[config.mk]
export PLATFORM = sky130hd
export DESIGN_NAME = fmpc_top
export DESIGN_NICKNAME = d
export VERILOG_FILES = /design/src/common/fmpc_pkg.sv /design/src/design/fmpc_top.sv
export VERILOG_INCLUDE_DIRS = /design/src /design/src/common
export SDC_FILE = /design/constraint.sdc
export NUM_CORES = 1
export LEC_CHECK = 0
export CAP_MARGIN = 15
export CORE_ASPECT_RATIO = 0.7
export CORE_MARGIN = 2
export CORE_UTILIZATION = 40
export DETAILED_ROUTE_END_ITERATION = 12
export DONT_BUFFER_PORTS = 1
export HOLD_SLACK_MARGIN = 0.1
export PLACE_DENSITY = 0.61
export SLEW_MARGIN = 30
export SYNTH_ARGS = -nofsm -noshare
export SYNTH_HDL_FRONTEND = slang
export SYNTH_SLANG_ARGS = --single-unit
export TNS_END_PERCENT = 100
[constraint.sdc]
create_clock -name sys_clk -period 5.2 [get_ports sys_clk]
set_input_delay 0.26 -clock sys_clk [delete_from_list [all_inputs] [get_ports sys_clk]]
set_output_delay 0.26 -clock sys_clk [all_outputs]
set_load 0.005 [all_outputs]
[src/common/fmpc_defs.svh]
// register offsets, field positions, reset values and timing counts
`ifndef FMPC_DEFS_SVH
`define FMPC_DEFS_SVH
// ---------------------------------------------------------------------
// register offsets
// ---------------------------------------------------------------------
`define FMPC_ADDR_LED_TIMING_B 8'h3F
`define FMPC_ADDR_SAMPLE_MATH  8'h58
`define FMPC_ADDR_ENABLE_B     8'h59
// ---------------------------------------------------------------------
// field positions
// ---------------------------------------------------------------------
`define FMPC_LED_SEL_F   15:14
`define FMPC_WIDTH_F     12:8
`define FMPC_OFFSET_F    7:0
`define FMPC_MATH34_B_F  11:10
`define FMPC_MATH34_A_F  9:8
`define FMPC_INTBUF_BIT  7
`define FMPC_MATH12_B_F  6:5
`define FMPC_MATH12_A_F  2:1
`define FMPC_FLT_EN_F    14:13
`define FMPC_PRECON_F    12:8
// ---------------------------------------------------------------------
// reset values and codes
// ---------------------------------------------------------------------
`define FMPC_RST_LED_SEL 2'h0
`define FMPC_RST_WIDTH   5'h03
`define FMPC_RST_OFFSET  8'h20
`define FMPC_RST_MATH    2'h0
`define FMPC_RST_FLT_EN  2'h0
`define FMPC_RST_PRECON  5'h08
`define FMPC_FLT_EN_ON   2'h3
`define FMPC_POS_FIRST   2'h0
`define FMPC_POS_SECOND  2'h1
`define FMPC_POS_THIRD   2'h2
`define FMPC_POS_GROUP   8'h04
// ---------------------------------------------------------------------
// timing: pulse width step in ns, clock period in ns
// ---------------------------------------------------------------------
`define FMPC_STEP_NS     1000
`define FMPC_CLK_NS      8
`define FMPC_STEP_CYC    ((`FMPC_STEP_NS + `FMPC_CLK_NS - 1) / `FMPC_CLK_NS)
`endif

[src/common/fmpc_pkg.sv]
// types shared by the float-mode pulse configuration bank
package fmpc_pkg;
    // register access request from the host serial port logic
    typedef struct packed {
        logic        wr;
        logic        rd;
        logic [7:0]  addr;
        logic [15:0] wdata;
    } fmpc_req_t;

    // request for the sign of one float-mode sample
    typedef struct packed {
        logic       valid;
        logic       slot_b;
        logic [7:0] pulse_num;
    } fmpc_sample_t;

    // whole module state
    typedef struct packed {
        logic [1:0]  led_sel;
        logic [4:0]  width;
        logic [7:0]  offset;
        logic [1:0]  math34_b;
        logic [1:0]  math34_a;
        logic        intbuf;
        logic [1:0]  math12_b;
        logic [1:0]  math12_a;
        logic [1:0]  flt_en;
        logic [4:0]  precon;
        logic [2:0]  led_onehot;
        logic [11:0] width_cyc;
        logic        float_on;
        logic        rd_valid;
        logic        rd_hit;
        logic [15:0] rd_data;
        logic        sign_valid;
        logic        sign_sub;
    } fmpc_state_t;
endpackage

[src/design/fmpc_top.sv]
// float-mode pulse configuration register bank with sample sign decode
`timescale 1ns/1ps
`default_nettype none
`include "fmpc_defs.svh"

module fmpc_top (
    // clock, reset, enable
    input  wire logic                 sys_clk,
    input  wire logic                 rst,
    input  wire logic                 clk_en,
    // register access from host serial port
    input  wire fmpc_pkg::fmpc_req_t  reg_req,
    output logic                      rd_valid_r,
    output logic                      rd_hit_r,
    output logic [15:0]               rd_data_r,
    // sample sign request and answer
    input  wire fmpc_pkg::fmpc_sample_t sample_req,
    output logic                      sign_valid_r,
    output logic                      sign_sub_r,
    // slot B float pulse configuration
    output logic [2:0]                led_onehot_r,
    output logic [4:0]                pulse_width_r,
    output logic [11:0]               pulse_width_cyc_r,
    output logic [7:0]                first_delay_r,
    output logic                      float_on_r,
    output logic [4:0]                precon_time_r,
    // analog front end control
    output logic                      integrator_buffer_enable_r
);

    // -----------------------------------------------------------------
    // decoding helpers
    // -----------------------------------------------------------------

    // one-hot LED driver from the two-bit choice, zero for no LED
    function automatic logic [2:0] led_decode(input logic [1:0] sel);
        logic [2:0] v;
        v = 3'h0;
        if (sel != 2'h0)
        begin
            v[sel - 2'h1] = 1'b1;
        end
        return v;
    endfunction

    // subtract flag for a sample position from a pair of sign codes
    function automatic logic sign_of(input logic [1:0] m12, input logic [1:0] m34,
                                     input logic [1:0] pos);
        logic s;
        s = 1'b0;
        unique case (pos)
            `FMPC_POS_FIRST:  s = m12[1];
            `FMPC_POS_SECOND: s = m12[0];
            `FMPC_POS_THIRD:  s = m34[1];
            default:          s = m34[0];
        endcase
        return s;
    endfunction

    // readback image of a register, reserved bits as zero
    function automatic logic [15:0] read_image(input fmpc_pkg::fmpc_state_t s,
                                               input logic [7:0] a);
        logic [15:0] v;
        v = 16'h0000;
        unique case (a)
            `FMPC_ADDR_LED_TIMING_B:
            begin
                v[`FMPC_LED_SEL_F] = s.led_sel;
                v[`FMPC_WIDTH_F]   = s.width;
                v[`FMPC_OFFSET_F]  = s.offset;
            end
            `FMPC_ADDR_SAMPLE_MATH:
            begin
                v[`FMPC_MATH34_B_F] = s.math34_b;
                v[`FMPC_MATH34_A_F] = s.math34_a;
                v[`FMPC_INTBUF_BIT] = s.intbuf;
                v[`FMPC_MATH12_B_F] = s.math12_b;
                v[`FMPC_MATH12_A_F] = s.math12_a;
            end
            `FMPC_ADDR_ENABLE_B:
            begin
                v[`FMPC_FLT_EN_F] = s.flt_en;
                v[`FMPC_PRECON_F] = s.precon;
            end
            default: v = 16'h0000;
        endcase
        return v;
    endfunction

    // -----------------------------------------------------------------
    // state
    // -----------------------------------------------------------------

    fmpc_pkg::fmpc_state_t st_r;
    fmpc_pkg::fmpc_state_t st_nxt;
    logic                  hit;

    // address decode for mapped registers
    assign hit = (reg_req.addr == `FMPC_ADDR_LED_TIMING_B) ||
                 (reg_req.addr == `FMPC_ADDR_SAMPLE_MATH) ||
                 (reg_req.addr == `FMPC_ADDR_ENABLE_B);

    // next state: register writes, readback, derived outputs, sign decode
    always_comb
    begin
        st_nxt = st_r;
        // field writes keep only documented fields
        if (reg_req.wr && reg_req.addr == `FMPC_ADDR_LED_TIMING_B)
        begin
            st_nxt.led_sel = reg_req.wdata[`FMPC_LED_SEL_F];
            st_nxt.width   = reg_req.wdata[`FMPC_WIDTH_F];
            st_nxt.offset  = reg_req.wdata[`FMPC_OFFSET_F];
        end
        if (reg_req.wr && reg_req.addr == `FMPC_ADDR_SAMPLE_MATH)
        begin
            st_nxt.math34_b = reg_req.wdata[`FMPC_MATH34_B_F];
            st_nxt.math34_a = reg_req.wdata[`FMPC_MATH34_A_F];
            st_nxt.intbuf   = reg_req.wdata[`FMPC_INTBUF_BIT];
            st_nxt.math12_b = reg_req.wdata[`FMPC_MATH12_B_F];
            st_nxt.math12_a = reg_req.wdata[`FMPC_MATH12_A_F];
        end
        if (reg_req.wr && reg_req.addr == `FMPC_ADDR_ENABLE_B)
        begin
            st_nxt.flt_en = reg_req.wdata[`FMPC_FLT_EN_F];
            st_nxt.precon = reg_req.wdata[`FMPC_PRECON_F];
        end
        // derived configuration, reserved bits never consulted
        st_nxt.led_onehot = led_decode(st_nxt.led_sel);
        st_nxt.width_cyc  = 12'(st_nxt.width * `FMPC_STEP_CYC);
        st_nxt.float_on   = (st_nxt.flt_en == `FMPC_FLT_EN_ON);
        // readback answers one cycle after the request
        st_nxt.rd_valid = reg_req.rd;
        st_nxt.rd_hit   = reg_req.rd && hit;
        st_nxt.rd_data  = reg_req.rd ? read_image(st_r, reg_req.addr) : 16'h0000;
        // sample sign from position within the group of four
        st_nxt.sign_valid = sample_req.valid;
        st_nxt.sign_sub   = 1'b0;
        if (sample_req.valid)
        begin
            st_nxt.sign_sub = sample_req.slot_b ?
                sign_of(st_r.math12_b, st_r.math34_b, sample_req.pulse_num[1:0]) :
                sign_of(st_r.math12_a, st_r.math34_a, sample_req.pulse_num[1:0]);
        end
    end

    // state register, reset overrides the clock enable
    always_ff @(posedge sys_clk)
    begin
        if (rst)
        begin
            st_r            <= '0;
            st_r.led_sel    <= `FMPC_RST_LED_SEL;
            st_r.width      <= `FMPC_RST_WIDTH;
            st_r.offset     <= `FMPC_RST_OFFSET;
            st_r.math34_b   <= `FMPC_RST_MATH;
            st_r.math34_a   <= `FMPC_RST_MATH;
            st_r.math12_b   <= `FMPC_RST_MATH;
            st_r.math12_a   <= `FMPC_RST_MATH;
            st_r.flt_en     <= `FMPC_RST_FLT_EN;
            st_r.precon     <= `FMPC_RST_PRECON;
            st_r.width_cyc  <= 12'(`FMPC_RST_WIDTH * `FMPC_STEP_CYC);
        end
        else if (clk_en)
        begin
            st_r <= st_nxt;
        end
    end

    // -----------------------------------------------------------------
    // outputs
    // -----------------------------------------------------------------

    // all outputs straight from state flops
    assign rd_valid_r                 = st_r.rd_valid;
    assign rd_hit_r                   = st_r.rd_hit;
    assign rd_data_r                  = st_r.rd_data;
    assign sign_valid_r               = st_r.sign_valid;
    assign sign_sub_r                 = st_r.sign_sub;
    assign led_onehot_r               = st_r.led_onehot;
    assign pulse_width_r              = st_r.width;
    assign pulse_width_cyc_r          = st_r.width_cyc;
    assign first_delay_r              = st_r.offset;
    assign float_on_r                 = st_r.float_on;
    assign precon_time_r              = st_r.precon;
    assign integrator_buffer_enable_r = st_r.intbuf;

    // -----------------------------------------------------------------
    // checks
    // -----------------------------------------------------------------

    // led choice lands as one-hot driver select
    a_led_choice_decode: assert property (@(posedge sys_clk) disable iff (rst)
        (clk_en && reg_req.wr && reg_req.addr == `FMPC_ADDR_LED_TIMING_B) |=>
        (led_onehot_r[0] == ($past(reg_req.wdata[`FMPC_LED_SEL_F]) == 2'h1)) &&
        (led_onehot_r[1] == ($past(reg_req.wdata[`FMPC_LED_SEL_F]) == 2'h2)) &&
        (led_onehot_r[2] == ($past(reg_req.wdata[`FMPC_LED_SEL_F]) == 2'h3)))
        else $error("led driver select wrong");

    // pulse width in microsecond steps
    a_width_cycles: assert property (@(posedge sys_clk) disable iff (rst)
        (clk_en && reg_req.wr && reg_req.addr == `FMPC_ADDR_LED_TIMING_B) |=>
        (pulse_width_cyc_r == 12'($past(reg_req.wdata[`FMPC_WIDTH_F]) * `FMPC_STEP_CYC)))
        else $error("pulse width cycles wrong");

    // first pulse delay stored
    a_first_delay: assert property (@(posedge sys_clk) disable iff (rst)
        (clk_en && reg_req.wr && reg_req.addr == `FMPC_ADDR_LED_TIMING_B) |=>
        (first_delay_r == $past(reg_req.wdata[`FMPC_OFFSET_F])))
        else $error("first pulse delay wrong");

    // third and fourth sample signs
    a_sign_pair_two: assert property (@(posedge sys_clk) disable iff (rst)
        (clk_en && sample_req.valid && sample_req.pulse_num[1]) |=>
        sign_valid_r && (sign_sub_r == ($past(sample_req.slot_b) ?
            $past(st_r.math34_b[~sample_req.pulse_num[0]]) :
            $past(st_r.math34_a[~sample_req.pulse_num[0]]))))
        else $error("third or fourth sample sign wrong");

    // first and second sample signs
    a_sign_pair_one: assert property (@(posedge sys_clk) disable iff (rst)
        (clk_en && sample_req.valid && !sample_req.pulse_num[1]) |=>
        sign_valid_r && (sign_sub_r == ($past(sample_req.slot_b) ?
            $past(st_r.math12_b[~sample_req.pulse_num[0]]) :
            $past(st_r.math12_a[~sample_req.pulse_num[0]]))))
        else $error("first or second sample sign wrong");

    // same sign four pulses later when settings hold
    a_sign_repeat: assert property (@(posedge sys_clk) disable iff (rst)
        (clk_en && sample_req.valid && !reg_req.wr) ##1
        (clk_en && sample_req.valid && !reg_req.wr &&
         sample_req.slot_b == $past(sample_req.slot_b) &&
         sample_req.pulse_num == $past(sample_req.pulse_num) + `FMPC_POS_GROUP) |=>
        (sign_sub_r == $past(sign_sub_r)))
        else $error("sign pattern not repeated");

    // integrator buffer enable follows its bit
    a_intbuf_bit: assert property (@(posedge sys_clk) disable iff (rst)
        (clk_en && reg_req.wr && reg_req.addr == `FMPC_ADDR_SAMPLE_MATH) |=>
        (integrator_buffer_enable_r == $past(reg_req.wdata[`FMPC_INTBUF_BIT])))
        else $error("integrator buffer enable wrong");

    // float on only for code 3
    a_float_enable: assert property (@(posedge sys_clk) disable iff (rst)
        (clk_en && reg_req.wr && reg_req.addr == `FMPC_ADDR_ENABLE_B) |=>
        (float_on_r == ($past(reg_req.wdata[`FMPC_FLT_EN_F]) == `FMPC_FLT_EN_ON)))
        else $error("float enable decode wrong");

    // preconditioning time stored
    a_precon_time: assert property (@(posedge sys_clk) disable iff (rst)
        (clk_en && reg_req.wr && reg_req.addr == `FMPC_ADDR_ENABLE_B) |=>
        (precon_time_r == $past(reg_req.wdata[`FMPC_PRECON_F])))
        else $error("preconditioning time wrong");

    // reserved bits dropped on readback
    a_reserved_zero: assert property (@(posedge sys_clk) disable iff (rst)
        (clk_en && reg_req.wr && reg_req.addr == `FMPC_ADDR_SAMPLE_MATH) ##1
        (clk_en && reg_req.rd && !reg_req.wr && reg_req.addr == `FMPC_ADDR_SAMPLE_MATH) |=>
        (rd_data_r == ($past(reg_req.wdata, 2) & 16'h0FE6)))
        else $error("reserved bits not ignored");

    // defaults after reset
    a_reset_defaults: assert property (@(posedge sys_clk)
        rst |=> (pulse_width_r == `FMPC_RST_WIDTH) && (first_delay_r == `FMPC_RST_OFFSET) &&
        (precon_time_r == `FMPC_RST_PRECON) && !float_on_r && !integrator_buffer_enable_r)
        else $error("reset defaults wrong");

    // frozen while the enable is low
    a_enable_freeze: assert property (@(posedge sys_clk) disable iff (rst)
        !clk_en |=> $stable(sign_sub_r) && $stable(rd_valid_r) && $stable(led_onehot_r))
        else $error("state moved while disabled");

    // unmapped reads answer with no hit and zero data
    a_unmapped_read: assert property (@(posedge sys_clk) disable iff (rst)
        (clk_en && reg_req.rd && !hit) |=>
        rd_valid_r && !rd_hit_r && (rd_data_r == 16'h0000))
        else $error("unmapped read answered wrongly");

    // read answer only after a read strobe
    a_read_pulse: assert property (@(posedge sys_clk) disable iff (rst)
        (clk_en && !reg_req.rd) |=>
        !rd_valid_r && !rd_hit_r && (rd_data_r == 16'h0000))
        else $error("read answer without request");

    // no sign answer without a sample request
    a_sign_idle: assert property (@(posedge sys_clk) disable iff (rst)
        (clk_en && !sample_req.valid) |=>
        !sign_valid_r && !sign_sub_r)
        else $error("sign answer without request");

    // configuration outputs hold while the enable is low
    a_config_freeze: assert property (@(posedge sys_clk) disable iff (rst)
        !clk_en |=> $stable(float_on_r) && $stable(pulse_width_r) &&
        $stable(first_delay_r) && $stable(precon_time_r))
        else $error("configuration moved while disabled");

endmodule // fmpc_top
`default_nettype wire

==> results.cfg, run 1 <==
[worst_setup_path]
startpoint_type = input pin
arrival_ns = 4.79
critPathKind = input pin to flop
cp_data_required_time_ns = 5.43
r2r-end = pulse_width_cyc_r[11]$_SDFFE_PP0P_
rrSetupSlack_ns = 0.90
endpoint_kind = flop
reg2reg_depth = 14
path_max_fanout = 12
r2r-start = pulse_width_r[4]$_SDFFE_PP0P_

[cells_and_area]
syn2layout_area_growth_pct = 6.01
antenna_cells = 0
nNetsFinal = 448
multi_input_area_um2 = 1960
regArea_um2 = 1300
stdcell_count = 507
fin_util_pct = 44.2
fill_cells = 895
drive_gt1_share_pct = 9.40

[sta]
drv_slew = 0
hold_violations = 0
clock_skew_ns = 0.00988
period_share_pct = 87.6
worst_slack_ns = 0.646
tightest_slew_ns = 0.720
fin_crit_ns = 4.55
slew_headroom_pct = 51.7
setup_tns_ns = 0
rsz0062_at_grt = false
fmax_ghz = 0.220
setup_violations = 0

[pwr]
clockPowerShare_pct = 51.6
p_comb_share_pct = 4.6
cellLeakagePower_uw = 0.00164
p_int_uw = 918
ir_drop_mv = 0.171
p_sw_uw = 235
netSwitchingFraction_pct = 20.4
power.density_nw_per_um2 = 286
seq_power_share_pct = 43.9

[synth]
synth_top_area_cell = dfxtp_1
synth_nets = 484
synth-edff-count = 0
ys.flop_type = dfxtp_1
ys_ff_latch = 65
synth_top_area_share_pct = 34.1
syn_area_um2 = 3810
synthArstFlopShare_pct = 0
yosysWarnings = 0
synth_area_leaders = dfxtp_1, mux2i_1, buf_4
netlist_instances = 415
syn_avg_cell_area_um2 = 9.18
yosysUniqueCellTypes = 61
ys_seq_area_share_pct = 34.1

[place]
placedCellCount = 473
io_buffers = 0
dp_slack_ns = 0.304
dpl.hpwl_um = 6630
gp_congestion = 0.802

[clock_tree]
h-tree-depth = 3
clk_latency_ns = 0.33
clk_pin_slew_ns = 0.05
cts_root_buf = clkbuf_16
cts_hold_buf = 19
ctsResizeCount = 0
cts_tree = done
postCtsSetupBuffers = 0
cts-buffers-inserted = 9
clkSinkCount = 65
clock_path_buffers = 2

[detailed_routing]
drt_iter0_drc = 229
drc = 0
ant_nets = 0
drt_pass1_iterations = 5
dr_total_vias = 2721
routed_wl_um = 9270
viasPerCell = 5.37
drt-wirelength-per-cell_um = 18.3

[die]
die-area_um2 = 10300
die_w_um = 121
io_pins = 94
start_util_pct = 41.7
die_height_um = 85.7
core-area_um2 = 9140
row_count = 29

[global_route]
grt_usage_pct = 18.8
grt_pass1_wl_um = 14800
grt_pass1_vias = 2697
antenna_found_initial = 0
grt.overflow.total = 0
grt_max_degree = 57

[run]
drv_cap = 0

[hold_path]
min_from = clk_en
holdPathEnd = st_r[66]$_SDFFE_PP0P_
hold_path_class = input pin to flop
whs_path_depth = 2

[run_status]
outcome = finished clean
## per-stage QoR
stage / area (um^2) / hold slack [ns] / power (uW)
4_1_cts: 4040 / 0.101 / 1170
5_1_grt: 4040 / 0.110 / 1200
6_report: 4040 / 0.114 / 1150
3_3_place_gp: 3540 / 0.336 / 545
2_1_floorplan: 3810 / 0.385 / 552
3_5_place_dp: 3540 / 0.342 / 545
## area by class of cell
class / instances / share of cell area (%)
Clock inverter: 3 / 0.991
Clock buffer: 12 / 6.35
Inverter: 26 / 2.42
Tap cell: 124 / 3.84
Multi-Input combinational cell: 254 / 48.5
Timing Repair Buffer: 23 / 5.70
Sequential cell: 65 / 32.2
## critical path, stage by stage
cell and delay (ns):
and4b_1 0.42, and3_1 0.25, buf_4 0.22, mux2i_1 0.12, ha_1 0.29, inv_1 0.05, ha_1 0.18, or3_1 0.46
fa_1 0.53, inv_1 0.04, ha_1 0.29, ha_1 0.37, and2_4 0.20, a221oi_2 0.28, a21oi_1 0.13, or4_1 0.48
o311ai_1 0.22
## power by group through the flow
| stage | registers [uW] | clock network, uW | logic, uW |
|---|---|---|---|
| CTS | 506 | 615 | 52.6 |
| global placement | 516 | 0 | 28.3 |
| floorplan | 515 | 0 | 37.0 |
| detailed placement | 516 | 0 | 29.1 |
| global route | 506 | 633 | 57.8 |
| finish | 506 | 595 | 52.6 |
## kinds of logic after synthesis
kind of cell / after synthesis / share of synthesized area, %
buffers and inverters: 96 / 14.9
adder cells (fa/ha/maj): 30 / 11.4
AO/OA/AOI/OAI: 63 / 12.1
XOR/XNOR: 2 / 0.460
AND/OR/NAND/NOR: 114 / 14.4
flip-flops: 65 / 34.1
multiplexers: 45 / 12.6
## placed cells by master, fill, tap and decap left out, types with 2 or more instances in the layout
master,n
nor3_2,2
a21o_1,2
and3_1,2
clkbuf_16,9
a22oi_1,10
nand2_1,25
mux4_2,2
and4_1,2
dfxtp_1,65
o2bb2ai_1,5
inv_1,25
fa_1,8
and2_1,2
buf_4,4
a211oi_1,2
a22o_1,2
clkbuf_8,2
o21a_1,2
mux2_2,4
nand3b_1,2
mux2i_1,39
dlygate4sd3_1,18
clkinv_2,2
o21ai_0,8
nor2_1,49
a222oi_1,5
a21oi_1,15
or3_1,2
ha_1,22
nand3_1,11
nor3_1,2
## registers in the layout, summed over array words and instances, names as in the netlist, 3 cells and up
name,flops
first_delay_r,8
pulse_width_r,5
precon_time_r,5
st_r,12
rd_data_r,16
led_onehot_r,3
pulse_width_cyc_r,10
## per-layer routing
| metal | wire (um) | track usage [%] |
|---|---|---|
| met5 | 0 | 0 |
| met3 | 857 | 7.65 |
| met2 | 3970 | 27.2 |
| met4 | 51 | 3.91 |
| met1 | 4390 | 26.3 |
## Yosys cell counts (8+ instances only)
library cell / number
ha_1: 22
nand3_1: 11
nor2_1: 49
nand2_1: 25
fa_1: 8
mux2i_1: 39
a22oi_1: 10
o21ai_0: 8
a21oi_1: 15
dfxtp_1: 65
clkbuf_1: 8
inv_1: 25
buf_4: 51
## worst max path at each step
stage / start / to / cells after the start
after global routing: reg_req[23] / pulse_width_cyc_r[11]$_SDFFE_PP0P_ / 17
after floorplan: reg_req[16] / pulse_width_cyc_r[11]$_SDFFE_PP0P_ / 19
final: reg_req[23] / pulse_width_cyc_r[11]$_SDFFE_PP0P_ / 17
after CTS: reg_req[23] / pulse_width_cyc_r[11]$_SDFFE_PP0P_ / 17
after global placement: reg_req[23] / pulse_width_cyc_r[11]$_SDFFE_PP0P_ / 17
after detailed placement: reg_req[23] / pulse_width_cyc_r[11]$_SDFFE_PP0P_ / 17
Note: power is estimated with default switching activity, not from simulation.
==> inputs of run 2 (changes only) <==
--- a/config.mk
+++ b/config.mk
@@ -8,12 +8,11 @@
 export LEC_CHECK = 0
 export CAP_MARGIN = 15
 export CORE_ASPECT_RATIO = 0.7
-export CORE_MARGIN = 2
 export CORE_UTILIZATION = 40
 export DETAILED_ROUTE_END_ITERATION = 12
 export DONT_BUFFER_PORTS = 1
 export HOLD_SLACK_MARGIN = 0.1
-export PLACE_DENSITY = 0.61
+export PLACE_DENSITY = 0.59
 export SLEW_MARGIN = 30
 export SYNTH_ARGS = -nofsm -noshare
 export SYNTH_HDL_FRONTEND = slang
==> constraint.sdc (replaced) <==
create_clock -name sys_clk -period 5.3 [get_ports sys_clk]
set_input_delay 0.265 -clock sys_clk [delete_from_list [all_inputs] [get_ports sys_clk]]
set_output_delay 0.265 -clock sys_clk [all_outputs]
set_load 0.005 [all_outputs]
==> results.cfg, run 2 (synthesized netlist as in run 1, its figures left out) <==
[die]
io_pins = 94
die-area_um2 = 9930
core-area_um2 = 9140
row_count = 29
die_w_um = 119
start_util_pct = 41.7
die_height_um = 83.7

[worst_setup_path]
r2r-start = pulse_width_r[4]$_SDFFE_PP0P_
cp_data_required_time_ns = 5.52
slowest_delay_ns = 0.52
cp_common_cell = ha_1
path_max_fanout = 12
startpoint_type = input pin
rrSetupSlack_ns = 0.96
critPathKind = input pin to flop
path_delay_family = simple AND/OR/NAND/NOR gates
path_cells = and4b_1 > and3_1 > buf_4 > mux2i_1 > ha_1 > inv_1 > ha_1 > or3_1 > fa_1 > inv_1 > ha_1 > ha_1 > and2_4 > a221oi_2 > a21oi_1 > or4_1 > o311ai_1
crit_buf_inv = 3
arrival_ns = 4.71
endpoint_kind = flop
reg2reg_depth = 14
cpMaxStageDelayCell = fa_1
r2r-end = pulse_width_cyc_r[11]$_SDFFE_PP0P_

[clock_tree]
clock_path_buffers = 2
postCtsSetupBuffers = 0
h-tree-depth = 3
cts_root_buf = clkbuf_16
cts-buffers-inserted = 9
cts_tree = done
clk_latency_ns = 0.33
clk_pin_slew_ns = 0.05
clkSinkCount = 65

[sta]
setup_violations = 0
fin_crit_ns = 4.49
drv_slew = 0
hold_violations = 0
tightest_slew_ns = 0.767
rsz0062_at_grt = false
period_share_pct = 84.7
fmax_ghz = 0.223
clock_skew_ns = 0.00619
setup_tns_ns = 0
slew_headroom_pct = 48.6

[place]
dpl.hpwl_um = 6430
placed_cell_area_um2 = 3540
gp_congestion = 0.792
io_buffers = 0

[detailed_routing]
drt_pass1_iterations = 4
viasPerCell = 5.40
drc = 0
drt_iter0_drc = 180
ant_nets = 0
routed_wl_um = 9150
drt-wirelength-per-cell_um = 18.1
dr_total_vias = 2734

[cells_and_area]
syn2layout_area_growth_pct = 5.55
fin_util_pct = 44.0
postLayoutCellArea_um2 = 4020
antenna_cells = 0
final_common_cell = dfxtp_1
fill_cells = 907
drive_gt1_share_pct = 9.16
largest_register_ff_count = 16
layout_common_cells = dfxtp_1, nor2_1, mux2i_1
nNetsFinal = 448

[pwr]
ir_drop_mv = 0.250
power.density_nw_per_um2 = 279
cellLeakagePower_uw = 0.00163

[global_route]
grt.overflow.total = 0
grt_pass1_wl_um = 14600
antenna_found_initial = 0
grt_usage_pct = 19.2
grt_pass1_vias = 2685
grt_max_degree = 58

[run_status]
outcome = finished clean

[hold_path]
holdPathEnd = st_r[66]$_SDFFE_PP0P_
hold_path_class = input pin to flop
whs_path_depth = 2
min_from = clk_en

[run]
drv_cap = 0
run 2: layout make-up:
type                            instances  area (um^2)  area share, %
Clock buffer                           11          243           6.03
Tap cell                              124          155           3.86
Multi-Input combinational cell        254         1950           48.4
Clock inverter                          3         42.5           1.06
Timing Repair Buffer                   23          235           5.85
Sequential cell                        65         1300           32.3
Inverter                               26         97.6           2.43
run 2: timing repair:
| item | CTS | global route |
|---|---|---|
| hold endpoints to repair | 63 | 0 |
| endpoints found under the setup margin | 0 | 0 |
| hold buffers | 18 | 0 |
| resized for setup | 0 | 0 |
run 2: metal layers:
metal  vias up  share of wire, %  global-route usage (%)  wire length, um
li1       1321                 -                       -                -
met1      1313                48                    26.9             4400
met2        91                41                    27.0             3750
met3         9                10                    7.86              912
met4         0              0.90                    4.83               82
met5         -                 0                       0                0
run 2: how the worst max path moves through the flow:
stage                startpoint                            endpoint  slack [ns]  depth (start not counted)
finish              reg_req[23]  pulse_width_cyc_r[11]$_SDFFE_PP0P_        0.81                         17
global route        reg_req[23]  pulse_width_cyc_r[11]$_SDFFE_PP0P_        0.61                         17
CTS                 reg_req[23]  pulse_width_cyc_r[11]$_SDFFE_PP0P_        0.88                         17
detailed placement  reg_req[23]  pulse_width_cyc_r[11]$_SDFFE_PP0P_        0.54                         17
global placement    reg_req[23]  pulse_width_cyc_r[11]$_SDFFE_PP0P_        0.64                         17
floorplan           reg_req[16]  pulse_width_cyc_r[11]$_SDFFE_PP0P_        0.43                         19
run 2: through the flow:
stage	std cells	worst slack (ns)	hold WS [ns]	total power [uW]
floorplan	415	0.431	0.390	541
global placement	474	0.636	0.345	535
detailed placement	474	0.542	0.343	535
CTS	506	0.882	0.104	1140
global route	506	0.608	0.115	1160
finish	506	0.813	0.116	1120
run 2: report_power, final:
part	switching, uW	internal [uW]	leakage (uW)
registers	3.27	493	0.000525
logic	29.2	22.8	0.000968
clock network	204	370	0.000137
total	237	886	0.00163
